===== config.mk =====
export PLATFORM = sky130hd
export DESIGN_NAME = active_area_regs
export DESIGN_NICKNAME = d
export VERILOG_FILES = /design/src/verilog/active_area_pkg.sv /design/src/verilog/pin_level_sync.sv /design/src/verilog/boundary_track.sv /design/src/verilog/active_area_regs.sv
export SDC_FILE = /design/constraint.sdc
export NUM_CORES = 1
export LEC_CHECK = 0
export BUFFER_PORTS_ARGS = -buffer_cell sky130_fd_sc_hd__buf_2
export CAP_MARGIN = 25
export CORE_MARGIN = 1
export CORE_UTILIZATION = 40
export DETAILED_ROUTE_END_ITERATION = 7
export SYNTH_ARGS = -nofsm -noshare
export SYNTH_HDL_FRONTEND = slang
export SYNTH_SLANG_ARGS = --single-unit

===== constraint.sdc =====
create_clock -name SYS_CLK -period 2.13 [get_ports SYS_CLK]
set_input_delay 0.3195 -clock SYS_CLK [delete_from_list [all_inputs] [get_ports SYS_CLK]]
set_output_delay 0.3195 -clock SYS_CLK [all_outputs]
set_load 0.005 [all_outputs]

===== src/verilog/active_area_pkg.sv =====
// constants for the active-area detect register bank
// assumes byte-wide registers reached at their documented offsets
`default_nettype none
package active_area_pkg;

	// register offsets on the control port
	localparam logic [7:0] OFS_REVISION   = 8'h12;
	localparam logic [7:0] OFS_FAMILY     = 8'h13;
	localparam logic [7:0] OFS_EXT_LOW    = 8'h14;
	localparam logic [7:0] OFS_EXT_HIGH   = 8'h15;
	localparam logic [7:0] OFS_HSTART_LO  = 8'h16;
	localparam logic [7:0] OFS_HSTART_HI  = 8'h17;
	localparam logic [7:0] OFS_HEND_LO    = 8'h18;
	localparam logic [7:0] OFS_HEND_HI    = 8'h19;
	localparam logic [7:0] OFS_VSTART_LO  = 8'h1a;
	localparam logic [7:0] OFS_VSTART_HI  = 8'h1b;

	// field positions, extended low register
	localparam int BIT_INTERLACE = 5;
	localparam int BIT_SYNC_POL  = 4;
	localparam int BIT_CLK_POL   = 3;
	localparam int BIT_FREEZE    = 2;
	localparam int BIT_GAIN      = 1;
	localparam int BIT_ZOOM      = 0;

	// field positions, extended high register
	localparam int BIT_V_END_CLR   = 7;
	localparam int BIT_V_START_CLR = 6;
	localparam int BIT_H_END_CLR   = 5;
	localparam int BIT_H_START_CLR = 4;
	localparam int BIT_TALL        = 3;
	localparam int PAT_MSB         = 2;

	// widths
	localparam int REG_W   = 8;
	localparam int COUNT_W = 11;
	localparam int REV_W   = 4;
	localparam int FAM_W   = 7;
	localparam int PIX_W   = 8;

	// reset values
	localparam logic [7:0] EXT_HIGH_RST = 8'h00;
	localparam logic [7:0] READ_NONE    = 8'h00;

	// built-in pattern choices
	typedef enum logic [2:0] {
		PAT_OFF       = 3'h0,
		PAT_ALL_WAVES = 3'h1,
		PAT_BARS_FULL = 3'h2,
		PAT_BARS_75   = 3'h3,
		PAT_CROSS     = 3'h4,
		PAT_RED_RAMP  = 3'h5,
		PAT_GRN_RAMP  = 3'h6,
		PAT_BLU_RAMP  = 3'h7
	} pattern_e;

endpackage : active_area_pkg
`default_nettype wire


===== src/verilog/pin_level_sync.sv =====
// three-stage synchroniser for a level arriving from a pin
// assumes the pin is asynchronous to SYS_CLK
`timescale 1ns/1ps
`default_nettype none
module pin_level_sync (
	input  wire logic clk,
	input  wire logic rst,
	input  wire logic pin_in,
	output var  logic level_out
);

	// all stages of the synchroniser
	typedef struct packed {
		logic s1;   // metastable catch
		logic s2;   // second stage
		logic s3;   // third stage
		logic val;  // accepted level
	} sync_s;

	sync_s st_r;
	sync_s st_nxt;

	////////////////////////////////////////////////////////////////
	// next state: accept a change once stages two and three agree
	always_comb begin
		st_nxt    = st_r;
		st_nxt.s1 = pin_in;
		st_nxt.s2 = st_r.s1;
		st_nxt.s3 = st_r.s2;
		if (st_r.s2 == st_r.s3) begin
			st_nxt.val = st_r.s3;
		end
	end

	// register the state
	always_ff @(posedge clk) begin
		if (rst) begin
			st_r <= '0;
		end else begin
			st_r <= st_nxt;
		end
	end

	assign level_out = st_r.val;

endmodule : pin_level_sync
`default_nettype wire


===== src/verilog/boundary_track.sv =====
// one boundary result: earliest start or latest end since clear
// assumes hit and pos come from the same clock domain
`timescale 1ns/1ps
`default_nettype none
module boundary_track
	import active_area_pkg::*;
#(
	parameter int W        = COUNT_W,
	parameter bit KEEP_MAX = 1'b0
) (
	input  wire logic         clk,
	input  wire logic         rst,
	input  wire logic         clear,
	input  wire logic         hit,
	input  wire logic [W-1:0] pos,
	output var  logic [W-1:0] value,
	output var  logic         valid
);

	// result and its seen flag
	typedef struct packed {
		logic [W-1:0] val;  // stored position
		logic         seen; // a hit since clear
	} track_s;

	track_s st_r;
	track_s st_nxt;
	logic   better;

	////////////////////////////////////////////////////////////////
	// more extreme than stored value
	always_comb begin
		if (KEEP_MAX) begin
			better = pos > st_r.val;
		end else begin
			better = pos < st_r.val;
		end
	end

	// clear holds the result empty, a hit then refines it
	always_comb begin
		st_nxt = st_r;
		if (clear) begin
			st_nxt = '0;
		end else if (hit && (!st_r.seen || better)) begin
			st_nxt.val  = pos;
			st_nxt.seen = 1'b1;
		end
	end

	// register the state
	always_ff @(posedge clk) begin
		if (rst) begin
			st_r <= '0;
		end else begin
			st_r <= st_nxt;
		end
	end

	assign value = st_r.val;
	assign valid = st_r.seen;

	////////////////////////////////////////////////////////////////
	// a less extreme hit leaves the result untouched
	chk_keep_extreme: assert property (
		@(posedge clk) disable iff (rst)
		(!clear && st_r.seen && hit && !better) |=> $stable(st_r.val))
		else $error("boundary result moved on a less extreme hit");

	// first hit after clear is taken as is
	chk_first_hit: assert property (
		@(posedge clk) disable iff (rst)
		(!clear && !st_r.seen && hit) |=> (valid && value == $past(pos)))
		else $error("first hit after clear not stored");

endmodule : boundary_track
`default_nettype wire


===== src/verilog/active_area_regs.sv =====
// register bank: identity, extended command and active-area results
// assumes a decoded byte port from the serial control interface and
// video timing strobes synchronous to SYS_CLK, one sample per clock
`timescale 1ns/1ps
`default_nettype none

module active_area_regs
	import active_area_pkg::*;
#(
	parameter logic [REV_W-1:0] REVISION_CODE = 4'h5,  // arbitrary value
	parameter logic [FAM_W-1:0] FAMILY_CODE   = 7'h2a  // arbitrary value
) (
	input  wire logic               SYS_CLK,
	input  wire logic               RST,
	input  wire logic [REG_W-1:0]   REG_ADDR,
	input  wire logic [REG_W-1:0]   REG_WDATA,
	input  wire logic               REG_WR,
	input  wire logic               REG_RD,
	output var  logic [REG_W-1:0]   REG_RDATA,
	input  wire logic               SYNC_POL_PIN,
	input  wire logic               CLK_POL_PIN,
	input  wire logic               LINE_START,
	input  wire logic               FRAME_START,
	input  wire logic               SAMPLE_VALID,
	input  wire logic [PIX_W-1:0]   RED_IN,
	input  wire logic [PIX_W-1:0]   GREEN_IN,
	input  wire logic [PIX_W-1:0]   BLUE_IN,
	input  wire logic [PIX_W-1:0]   BLANK_THRESHOLD,
	output var  logic               INTERLACE_DETECT_EN,
	output var  logic               FREEZE_FRAME,
	output var  logic               INPUT_GAIN_SELECT,
	output var  logic               ZOOM_EN,
	output var  logic               FLICKER_SHARP_OFF,
	output var  logic               PATTERN_TALL_SIZE,
	output var  logic [PAT_MSB:0]   PATTERN_SELECT,
	output var  logic [COUNT_W-1:0] ACTIVE_V_END_COUNT
);

	////////////////////////////////////////////////////////////////
	// state of the bank
	typedef struct packed {
		logic               interlace;  // interlace detect enable
		logic               freeze;     // freeze frame
		logic               gain;       // input gain select
		logic               zoom;       // zoom on
		logic               filter_off; // flicker and sharpness off
		logic [REG_W-1:0]   ext_high;   // clears, size, pattern
		logic [REG_W-1:0]   rdata;      // read return byte
		logic [COUNT_W-1:0] h_pos;      // clocks since line start
		logic [COUNT_W-1:0] v_pos;      // lines since frame start
	} bank_s;

	bank_s st_r;
	bank_s st_nxt;

	// synchronised polarity levels
	logic                sync_pol;       // sync edge polarity
	logic                clk_pol;        // pixel clock edge polarity
	// detection
	logic                hit;            // sample counts as active
	// boundary results
	logic [COUNT_W-1:0]  h_start_val;    // earliest horizontal
	logic [COUNT_W-1:0]  h_end_val;      // latest horizontal
	logic [COUNT_W-1:0]  v_start_val;    // earliest vertical
	logic [COUNT_W-1:0]  v_end_val;      // latest vertical
	logic                h_start_seen;   // horizontal start valid
	logic                v_end_seen;     // vertical end valid

	////////////////////////////////////////////////////////////////
	// low byte of an 11-bit count
	function automatic logic [REG_W-1:0] cnt_low(input logic [COUNT_W-1:0] c);
		cnt_low = c[REG_W-1:0];
	endfunction : cnt_low

	// high byte of an 11-bit count, unused bits zero
	function automatic logic [REG_W-1:0] cnt_high(input logic [COUNT_W-1:0] c);
		cnt_high = {{(2*REG_W-COUNT_W){1'b0}}, c[COUNT_W-1:REG_W]};
	endfunction : cnt_high

	////////////////////////////////////////////////////////////////
	// polarity pins enter through synchronisers
	pin_level_sync u_sync_pol (
		.clk       (SYS_CLK),
		.rst       (RST),
		.pin_in    (SYNC_POL_PIN),
		.level_out (sync_pol)
	);

	pin_level_sync u_clk_pol (
		.clk       (SYS_CLK),
		.rst       (RST),
		.pin_in    (CLK_POL_PIN),
		.level_out (clk_pol)
	);

	////////////////////////////////////////////////////////////////
	// active when any channel reaches the threshold
	always_comb begin
		hit = SAMPLE_VALID &&
		      ((RED_IN >= BLANK_THRESHOLD) ||
		       (GREEN_IN >= BLANK_THRESHOLD) ||
		       (BLUE_IN >= BLANK_THRESHOLD));
	end

	////////////////////////////////////////////////////////////////
	// four boundary trackers
	boundary_track #(
		.W        (COUNT_W),
		.KEEP_MAX (1'b0)
	) u_h_start (
		.clk   (SYS_CLK),
		.rst   (RST),
		.clear (st_r.ext_high[BIT_H_START_CLR]),
		.hit   (hit),
		.pos   (st_r.h_pos),
		.value (h_start_val),
		.valid (h_start_seen)
	);

	boundary_track #(
		.W        (COUNT_W),
		.KEEP_MAX (1'b1)
	) u_h_end (
		.clk   (SYS_CLK),
		.rst   (RST),
		.clear (st_r.ext_high[BIT_H_END_CLR]),
		.hit   (hit),
		.pos   (st_r.h_pos),
		.value (h_end_val),
		.valid ()
	);

	boundary_track #(
		.W        (COUNT_W),
		.KEEP_MAX (1'b0)
	) u_v_start (
		.clk   (SYS_CLK),
		.rst   (RST),
		.clear (st_r.ext_high[BIT_V_START_CLR]),
		.hit   (hit),
		.pos   (st_r.v_pos),
		.value (v_start_val),
		.valid ()
	);

	boundary_track #(
		.W        (COUNT_W),
		.KEEP_MAX (1'b1)
	) u_v_end (
		.clk   (SYS_CLK),
		.rst   (RST),
		.clear (st_r.ext_high[BIT_V_END_CLR]),
		.hit   (hit),
		.pos   (st_r.v_pos),
		.value (v_end_val),
		.valid (v_end_seen)
	);

	////////////////////////////////////////////////////////////////
	// next state: position counters, writes and read return
	always_comb begin
		st_nxt = st_r;

		// horizontal position, saturates at full scale
		if (LINE_START) begin
			st_nxt.h_pos = '0;
		end else if (st_r.h_pos != {COUNT_W{1'b1}}) begin
			st_nxt.h_pos = COUNT_W'(st_r.h_pos + 1'b1);
		end

		// vertical position, frame start wins over line start
		if (FRAME_START) begin
			st_nxt.v_pos = '0;
		end else if (LINE_START && (st_r.v_pos != {COUNT_W{1'b1}})) begin
			st_nxt.v_pos = COUNT_W'(st_r.v_pos + 1'b1);
		end

		// register writes, read-only offsets ignore them
		if (REG_WR) begin
			unique case (REG_ADDR)
				OFS_EXT_LOW: begin
					st_nxt.interlace = REG_WDATA[BIT_INTERLACE];
					st_nxt.freeze    = REG_WDATA[BIT_FREEZE];
					st_nxt.gain      = REG_WDATA[BIT_GAIN];
					st_nxt.zoom      = REG_WDATA[BIT_ZOOM];
					st_nxt.filter_off = REG_WDATA[BIT_ZOOM];
				end
				OFS_EXT_HIGH: begin
					st_nxt.ext_high = REG_WDATA;
				end
				default: begin
					// nothing writable here
				end
			endcase
		end

		// read return, unmapped offsets answer zero
		if (REG_RD) begin
			unique case (REG_ADDR)
				OFS_REVISION:  st_nxt.rdata = {{(REG_W-REV_W){1'b0}}, REVISION_CODE};
				OFS_FAMILY:    st_nxt.rdata = {{(REG_W-FAM_W){1'b0}}, FAMILY_CODE};
				OFS_EXT_LOW: begin
					st_nxt.rdata                = READ_NONE;
					st_nxt.rdata[BIT_INTERLACE] = st_r.interlace;
					st_nxt.rdata[BIT_SYNC_POL]  = sync_pol;
					st_nxt.rdata[BIT_CLK_POL]   = clk_pol;
					st_nxt.rdata[BIT_FREEZE]    = st_r.freeze;
					st_nxt.rdata[BIT_GAIN]      = st_r.gain;
					st_nxt.rdata[BIT_ZOOM]      = st_r.zoom;
				end
				OFS_EXT_HIGH:  st_nxt.rdata = st_r.ext_high;
				OFS_HSTART_LO: st_nxt.rdata = cnt_low(h_start_val);
				OFS_HSTART_HI: st_nxt.rdata = cnt_high(h_start_val);
				OFS_HEND_LO:   st_nxt.rdata = cnt_low(h_end_val);
				OFS_HEND_HI:   st_nxt.rdata = cnt_high(h_end_val);
				OFS_VSTART_LO: st_nxt.rdata = cnt_low(v_start_val);
				OFS_VSTART_HI: st_nxt.rdata = cnt_high(v_start_val);
				default:       st_nxt.rdata = READ_NONE;
			endcase
		end
	end

	////////////////////////////////////////////////////////////////
	// register the state
	always_ff @(posedge SYS_CLK) begin
		if (RST) begin
			st_r          <= '0;
			st_r.ext_high <= EXT_HIGH_RST;
			st_r.rdata    <= READ_NONE;
		end else begin
			st_r <= st_nxt;
		end
	end

	////////////////////////////////////////////////////////////////
	// outputs straight from flops
	assign REG_RDATA           = st_r.rdata;
	assign INTERLACE_DETECT_EN = st_r.interlace;
	assign FREEZE_FRAME        = st_r.freeze;
	assign INPUT_GAIN_SELECT   = st_r.gain;
	assign ZOOM_EN             = st_r.zoom;
	assign FLICKER_SHARP_OFF   = st_r.filter_off;
	assign PATTERN_TALL_SIZE   = st_r.ext_high[BIT_TALL];
	assign PATTERN_SELECT      = st_r.ext_high[PAT_MSB:0];
	assign ACTIVE_V_END_COUNT  = v_end_val;

	////////////////////////////////////////////////////////////////
	// checks
	chk_revision_read: assert property (
		@(posedge SYS_CLK) disable iff (RST)
		(REG_RD && REG_ADDR == OFS_REVISION) |=>
			(REG_RDATA == {{(REG_W-REV_W){1'b0}}, REVISION_CODE}))
		else $error("revision byte wrong");

	chk_family_read: assert property (
		@(posedge SYS_CLK) disable iff (RST)
		(REG_RD && REG_ADDR == OFS_FAMILY) |=> (REG_RDATA[FAM_W-1:0] == FAMILY_CODE
			&& !REG_RDATA[REG_W-1]))
		else $error("family byte wrong");

	chk_interlace_write: assert property (
		@(posedge SYS_CLK) disable iff (RST)
		(REG_WR && REG_ADDR == OFS_EXT_LOW) |=>
			(INTERLACE_DETECT_EN == $past(REG_WDATA[BIT_INTERLACE])))
		else $error("interlace enable not written");

	chk_sync_pol_read: assert property (
		@(posedge SYS_CLK) disable iff (RST)
		(REG_RD && REG_ADDR == OFS_EXT_LOW) |=> (REG_RDATA[BIT_SYNC_POL] == $past(sync_pol)))
		else $error("sync polarity read wrong");

	chk_clk_pol_read: assert property (
		@(posedge SYS_CLK) disable iff (RST)
		(REG_RD && REG_ADDR == OFS_EXT_LOW) |=> (REG_RDATA[BIT_CLK_POL] == $past(clk_pol)))
		else $error("clock polarity read wrong");

	chk_freeze_gain: assert property (
		@(posedge SYS_CLK) disable iff (RST)
		(REG_WR && REG_ADDR == OFS_EXT_LOW) |=>
			(FREEZE_FRAME == $past(REG_WDATA[BIT_FREEZE])
			&& INPUT_GAIN_SELECT == $past(REG_WDATA[BIT_GAIN])))
		else $error("freeze or gain not written");

	chk_zoom_disables: assert property (
		@(posedge SYS_CLK) disable iff (RST)
		ZOOM_EN |-> FLICKER_SHARP_OFF)
		else $error("zoom on but flicker and sharpness active");

	chk_clear_restart: assert property (
		@(posedge SYS_CLK) disable iff (RST)
		(REG_WR && REG_ADDR == OFS_EXT_HIGH && REG_WDATA[BIT_H_START_CLR]) |=>
			##1 (!h_start_seen && h_start_val == '0))
		else $error("horizontal start not cleared");

	chk_pattern_write: assert property (
		@(posedge SYS_CLK) disable iff (RST)
		(REG_WR && REG_ADDR == OFS_EXT_HIGH) |=>
			(PATTERN_SELECT == $past(REG_WDATA[PAT_MSB:0])
			&& PATTERN_TALL_SIZE == $past(REG_WDATA[BIT_TALL])))
		else $error("pattern fields not written");

	chk_hstart_read: assert property (
		@(posedge SYS_CLK) disable iff (RST)
		(REG_RD && REG_ADDR == OFS_HSTART_LO) |=> (REG_RDATA == $past(h_start_val[REG_W-1:0])))
		else $error("horizontal start low byte wrong");

	chk_below_threshold: assert property (
		@(posedge SYS_CLK) disable iff (RST)
		(!hit && !st_r.ext_high[BIT_V_END_CLR]) |=> $stable(v_end_val))
		else $error("vertical end moved without active sample");

	chk_vend_grows: assert property (
		@(posedge SYS_CLK) disable iff (RST)
		(v_end_seen && !st_r.ext_high[BIT_V_END_CLR]) |=> (v_end_val >= $past(v_end_val)))
		else $error("vertical end shrank without clear");

	// low byte of the latest horizontal position
	chk_hend_read: assert property (
		@(posedge SYS_CLK) disable iff (RST)
		(REG_RD && REG_ADDR == OFS_HEND_LO) |=> (REG_RDATA == $past(h_end_val[REG_W-1:0])))
		else $error("horizontal end low byte wrong");

	// high byte carries the top count bits under a zero pad
	chk_vstart_high: assert property (
		@(posedge SYS_CLK) disable iff (RST)
		(REG_RD && REG_ADDR == OFS_VSTART_HI) |=>
			(REG_RDATA[REG_W-1:COUNT_W-REG_W] == '0
			&& REG_RDATA[COUNT_W-REG_W-1:0] == $past(v_start_val[COUNT_W-1:REG_W])))
		else $error("vertical start high byte wrong");

	// a sample below threshold on every channel never counts
	chk_blank_sample: assert property (
		@(posedge SYS_CLK) disable iff (RST)
		(RED_IN < BLANK_THRESHOLD && GREEN_IN < BLANK_THRESHOLD
			&& BLUE_IN < BLANK_THRESHOLD) |-> !hit)
		else $error("blank sample taken as active");

endmodule : active_area_regs
`default_nettype wire


# == Word-level counts from Yosys, hierarchy flattened ==
# Cells that the tools add are included.
# word_totals
word_cells,72
reg_bits,98
in_bits,57
out_inout_bits,28
# classes
order_cmp,7
add_sub_neg,2
muxes,1
eq_ne,14
reduce_logical,24
# ops
op,n
8-bit by 5-bit equality test with 1-bit output (second input constant),10
8-bit one-hot mux with 10 select lines,1
8-bit >= comparator,3
11-bit by 1-bit adder with 11-bit output (second input constant),2
11-bit > comparator,2
11-bit less-than comparator,2
11-bit != test (second input constant),2
2-bit OR reduction,6
1-bit logical AND,6
1-bit logical OR,6
1-bit logical NOT,4
2-bit AND reduction,2
1-bit equality test,2

# == Longest topological paths before layout ==
# depth
depth_word,5
mapped_depth,10
depth_no_buf,9

# == By module ==
# From an unflattened synthesis, not the netlist that was laid out.
# unflattened
cells_unflattened,763
area_unflattened_um2,6403.6
# by_module_without_submodules
module,seq_area_each_um2,area_per_inst_um2,instances,cells_per_inst
active_area_regs,840.8,2912.8,1,349
boundary_track (u_h_end ...),240.2,908.4,2,111
boundary_track (u_h_start ...),240.2,724.4,2,86
pin_level_sync,80.1,112.6,2,10

# == Worst setup path before layout ==
# No wires, ideal clock.
# synth_timing
path_type,input -> register
from,in BLANK_THRESHOLD[7]
to,reg u_h_end.st_r (netlist bit u_h_end.value[10])
n_path_buf,1
arrival_time_ns,2.115
path_slack_ns,-0.057
setup_time_ns,0.072
cell_stages,10
t_required_ns,2.058
cell_sequence,inv_1 ha_1 a222oi_1 nand4_1 or2_1 nor3_2 a21bo_1 or2_2 buf_6 mux2i_1
# synth_between
elab_chain_len,5
word_cells_on_any_way,7
classes_between,order compare: 3; reduce/logical: 4
# synth_lines
element,line_no,source
"start, declared",active_area_regs.sv:28,"input wire logic [PIX_W-1:0] BLANK_THRESHOLD,"
8-bit >= comparator (on tied branches),"active_area_regs.sv:100, active_area_regs.sv:101",
1-bit logical OR,active_area_regs.sv:100,((RED_IN >= BLANK_THRESHOLD) ||
1-bit logical OR (*),active_area_regs.sv:101,(GREEN_IN >= BLANK_THRESHOLD) ||
1-bit logical AND (*),active_area_regs.sv:99,hit = SAMPLE_VALID &&
1-bit logical AND (*),boundary_track.sv:45,end else if (hit && (!st_r.seen || better)) begin
"end signal, assigned",boundary_track.sv:56,st_r <= st_nxt;
"end, declared",boundary_track.sv:26,track_s st_r;
# Every way passes the cells marked *; elsewhere a longest branch is shown, timed or not.
# A chain may end at the register's enable or synchronous reset.

# == Worst setup path after layout ==
# layout_timing
from,reg st_r[6] in the netlist's numbering
to,reg u_v_start.st_r (netlist bit u_v_start.value[1])
# layout_between
elab_chain_len,3
# layout_lines
element,line_no,source
"start, declared",active_area_regs.sv:53,bank_s st_r;
"start signal, assigned",active_area_regs.sv:231,st_r <= st_nxt;
11-bit less-than comparator,boundary_track.sv:36,better = pos < st_r.val;
1-bit logical OR,boundary_track.sv:45,
1-bit logical AND,boundary_track.sv:45,
"end signal, assigned",boundary_track.sv:56,
"end, declared",boundary_track.sv:26,
# Every way passes these cells.

==> impl_results.md <==
* Cell Area, Synth at 5891 um^2
* Prevailing post-synth register cell: dfxtp_1
* Cell Count, Final, Fillers Out at 1,003
* FF-to-FF End: u_v_start.value[1]
* DR iter-0 viols at 245
* IO Pins at 85
* Placed Area at 6832 um^2
* Hold depth at 2
* CP endpoint kind: flop
* Most frequent cell after synthesis: dfxtp_1
* Synth top area share at 33.31%
* Part of the cycle the worst path needs at 97.88%
* Placement-stage worst setup slack at -0.2587 ns
* Critical path fanouts, max at 6
* Layout fillers at 1,339
* Slew Limit Fails at 0
* Area grow syn2layout at 27.29%
* Final GP Congestion at 0.8860
* Clock buffer count from CTS at 9
* Simple-gate share of the synthesized area at 19.22%
* Antenna Nets Post-Route at 0
* Sequential element share of the synthesized area at 33.31%
* Congestion Overflow GR at 0
* CP Cell Sequence: ha_4, buf_4, a21oi_2, o311a_1, o311ai_2, a21oi_2, clkbuf_16, mux2i_1, nor2_1
* Post-synthesis register bit count at 98
* Antenna violations before repair at 0
* Avg Synthesized Cell Area at 8.525 um^2
* Most used cell, CP: a21oi_2
* CTS tree: built
* Status: completed
* Max Cap Viol at 0
* Setup slack after layout at 0.04522 ns
* Worst reg-to-reg setup slack at 0.05 ns
* Util after Layout at 53.20%
* GRT Util Overall at 20.41%
* Post-Syn Nets at 816
* Vias/cell at 5.345
* Synth Instances at 691
* Residual DRC at 0
* Hold EP: u_sync_pol.st_nxt[2]
* Min-delay worst type: in -> reg
* RSZ-0062 raised after global routing: yes
* Max rail drop VDD at 0.4044 mV
* Die height at 123.4 um
* Number of library cell types mapped by synthesis at 60
* Slew Limit Headroom at 70.35%
* Core area at 14,100 um^2
* DP HPWL at 11,640 um
* Fin nets at 943
* Synth top area cells: dfxtp_1 (33%), ha_1 (14%), mux2i_1 (7.5%)
* Post-Place Cells at 978
* Clock skew at 0.009683 ns
* Arr. time, crit path at 2.31 ns
* Crit Path Class: reg -> reg
* Async SR Flop Fraction at 0%
* CP Buf/Inv Count at 2
* Port Buffers at 84
* Final WL at 15,330 um
* Starting Density at 41.79%
* Largest net degree at the start of global routing at 25
* First-pass GRT wire length at 24,350 um
* Vias in the first global route at 5,178
* Yosys warns at 0
* Via count at 5,361
* Fmax at 479.7 MHz
* Hold Slack at 0.1898 ns
* Static leakage at 3.403 nW
* Clock Latency Late Sink at 0.34 ns
* EDFF count, synth at 0
* DR pass1 iterations at 4
* Htree depth at 3
* Slowest stage delay, CP at 0.38 ns
* Measured slew at the worst slew-check pin at 0.4439 ns
* Root buf cell: clkbuf_16
* Critical Path Start Type: flop
* Fin area at 7498 um^2
* Reg2reg start: st_r[6]
* ANT cells at 0
* Die width at 123.4 um
* Sink Count at 98
* Clk slew on worst S/H paths at 0.07 ns
* Slowest cell on the critical path: dfxtp_4
* Hold buffer count at cts at 0
* Adder-cell share of the synthesized area at 14.44%
* Post-synthesis xor/xnor area fraction at 1.933%
* Wire per inst at 15.28 um
* Minimum clock period at 2.085 ns
* Most instantiated cells after synthesis: dfxtp_1 (98), ha_1 (68), nand2_1 (66), nor2_1 (66), inv_1 (55)
* Num rows at 43
* CTS max path bufs at 2
* Multiplexer share of the synthesized area at 8.432%
* Largest family of logic cells by synthesized area: simple AND/OR/NAND/NOR gates
* Die area at 15,220 um^2
* Min-delay src: SYNC_POL_PIN
* Layout cell share with drive strength beyond 1 at 30.50%
* CP delay by family, top: compound AO/OA/AOI/OAI gates
* PD cells at 540.8 nW/um^2
* Yosys top cell by area: dfxtp_1
* # setup viols final at 0
* Complex-gate fraction of the synthesized area at 15.38%
* Final hold violation count at 0
* Path depth of the worst reg2reg path at 9
* Critical path required time at 2.36 ns
[layout by cell type (no fill, tap or decap), drive strengths merged, types with 4 or more instances in the layout]
cell / netlist / final
a31oi: 5 / 5
xor2: 10 / 10
or2: 5 / 5
nand2: 66 / 66
ha: 68 / 68
and3: 5 / 5
nor2: 66 / 66
a211oi: 5 / 5
nand3: 11 / 11
dfxtp: 98 / 98
mux2i: 44 / 44
a21boi: 4 / 4
nand2b: 5 / 5
or3: 4 / 4
and4: 4 / 4
nor3: 7 / 7
nand4: 34 / 34
buf: 19 / 156
o21ai: 29 / 29
a41o: 11 / 11
a21oi: 51 / 51
o21a: 7 / 7
inv: 55 / 56
nor2b: 16 / 16
clkbuf: 22 / 11
[flip-flops by register name (all words and copies together) (netlist names), 2 cells and up]
register and cells:
u_sync_pol.st_nxt 2, u_clk_pol.st_nxt 2, u_v_end.value 11, REG_RDATA 8, u_h_end.value 11, st_r 26, u_v_start.value 11, PATTERN_SELECT 3
u_h_start.value 11
[how the worst max path moves through the flow]
stage | cells after the start | slack [ns] | to | from
5_1_grt | 10 | -0.06 | u_h_end.value[9] | u_h_end.value[8]
3_3_place_gp | 10 | -0.28 | u_v_end.value[0] | u_v_end.value[8]
4_1_cts | 10 | 0.006 | u_v_start.value[0] | u_v_start.value[6]
3_5_place_dp | 11 | -0.26 | u_h_end.value[6] | BLANK_THRESHOLD[7]
6_report | 9 | 0.05 | u_v_start.value[1] | st_r[6]
2_1_floorplan | 10 | 0.01 | u_h_end.value[10] | BLANK_THRESHOLD[7]
[timing repair]
action,4_1_cts,5_1_grt
gates cloned,1,1
setup buffers,2,5
resized for setup,15,56
setup endpoints to repair,33,44
pin swaps,4,21
[per-layer routing]
layer / vias to the layer above / part of all wire [%] / wire length (um) / GRT usage (%)
met4: 0 / 1.9 / 288 / 6.777
met5: - / 0 / 0 / 0
met1: 2521 / 44 / 6804 / 24.53
met2: 118 / 50 / 7662 / 36.10
li1: 2694 / - / - / -
met3: 28 / 3.7 / 570 / 4.059
[report_power, final]
group,switching (mW),internal [mW]
clock network,0.716,0.913
registers,0.0169,1.85
logic,0.294,0.265
total,1.03,3.03
[cells by family (layout without fill, tap and decap cells)]
logic type,after synthesis,count (layout)
AOI/OAI and AO/OA,137,137
xor gates and xnor gates,13,13
adders and majority gates,68,68
buffers and inverters,96,228
DFF,98,98
muxes,47,47
and+or+nand+nor,232,232
[cell type report]
| class | instances | area [um^2] | share of cell area, % |
|---|---|---|---|
| multi-input cells | 497 | 3725 | 49.67 |
| well taps | 180 | 225.2 | 3.004 |
| repair buffers | 157 | 1056 | 14.08 |
| inverters | 55 | 206.4 | 2.753 |
| flip-flops and latches | 98 | 1992 | 26.56 |
| clock buffers | 10 | 229.0 | 3.054 |
| clock inverters | 6 | 65.06 | 0.8677 |
[metrics by stage]
step | TNS, ns | power, mW
2_1_floorplan | 0 | 2.211
3_3_place_gp | -9.166 | 2.384
3_5_place_dp | -9.824 | 2.397
4_1_cts | 0 | 4.069
5_1_grt | -0.4973 | 4.217
6_report | 0 | 4.055
(Power assumes the default switching activity.)
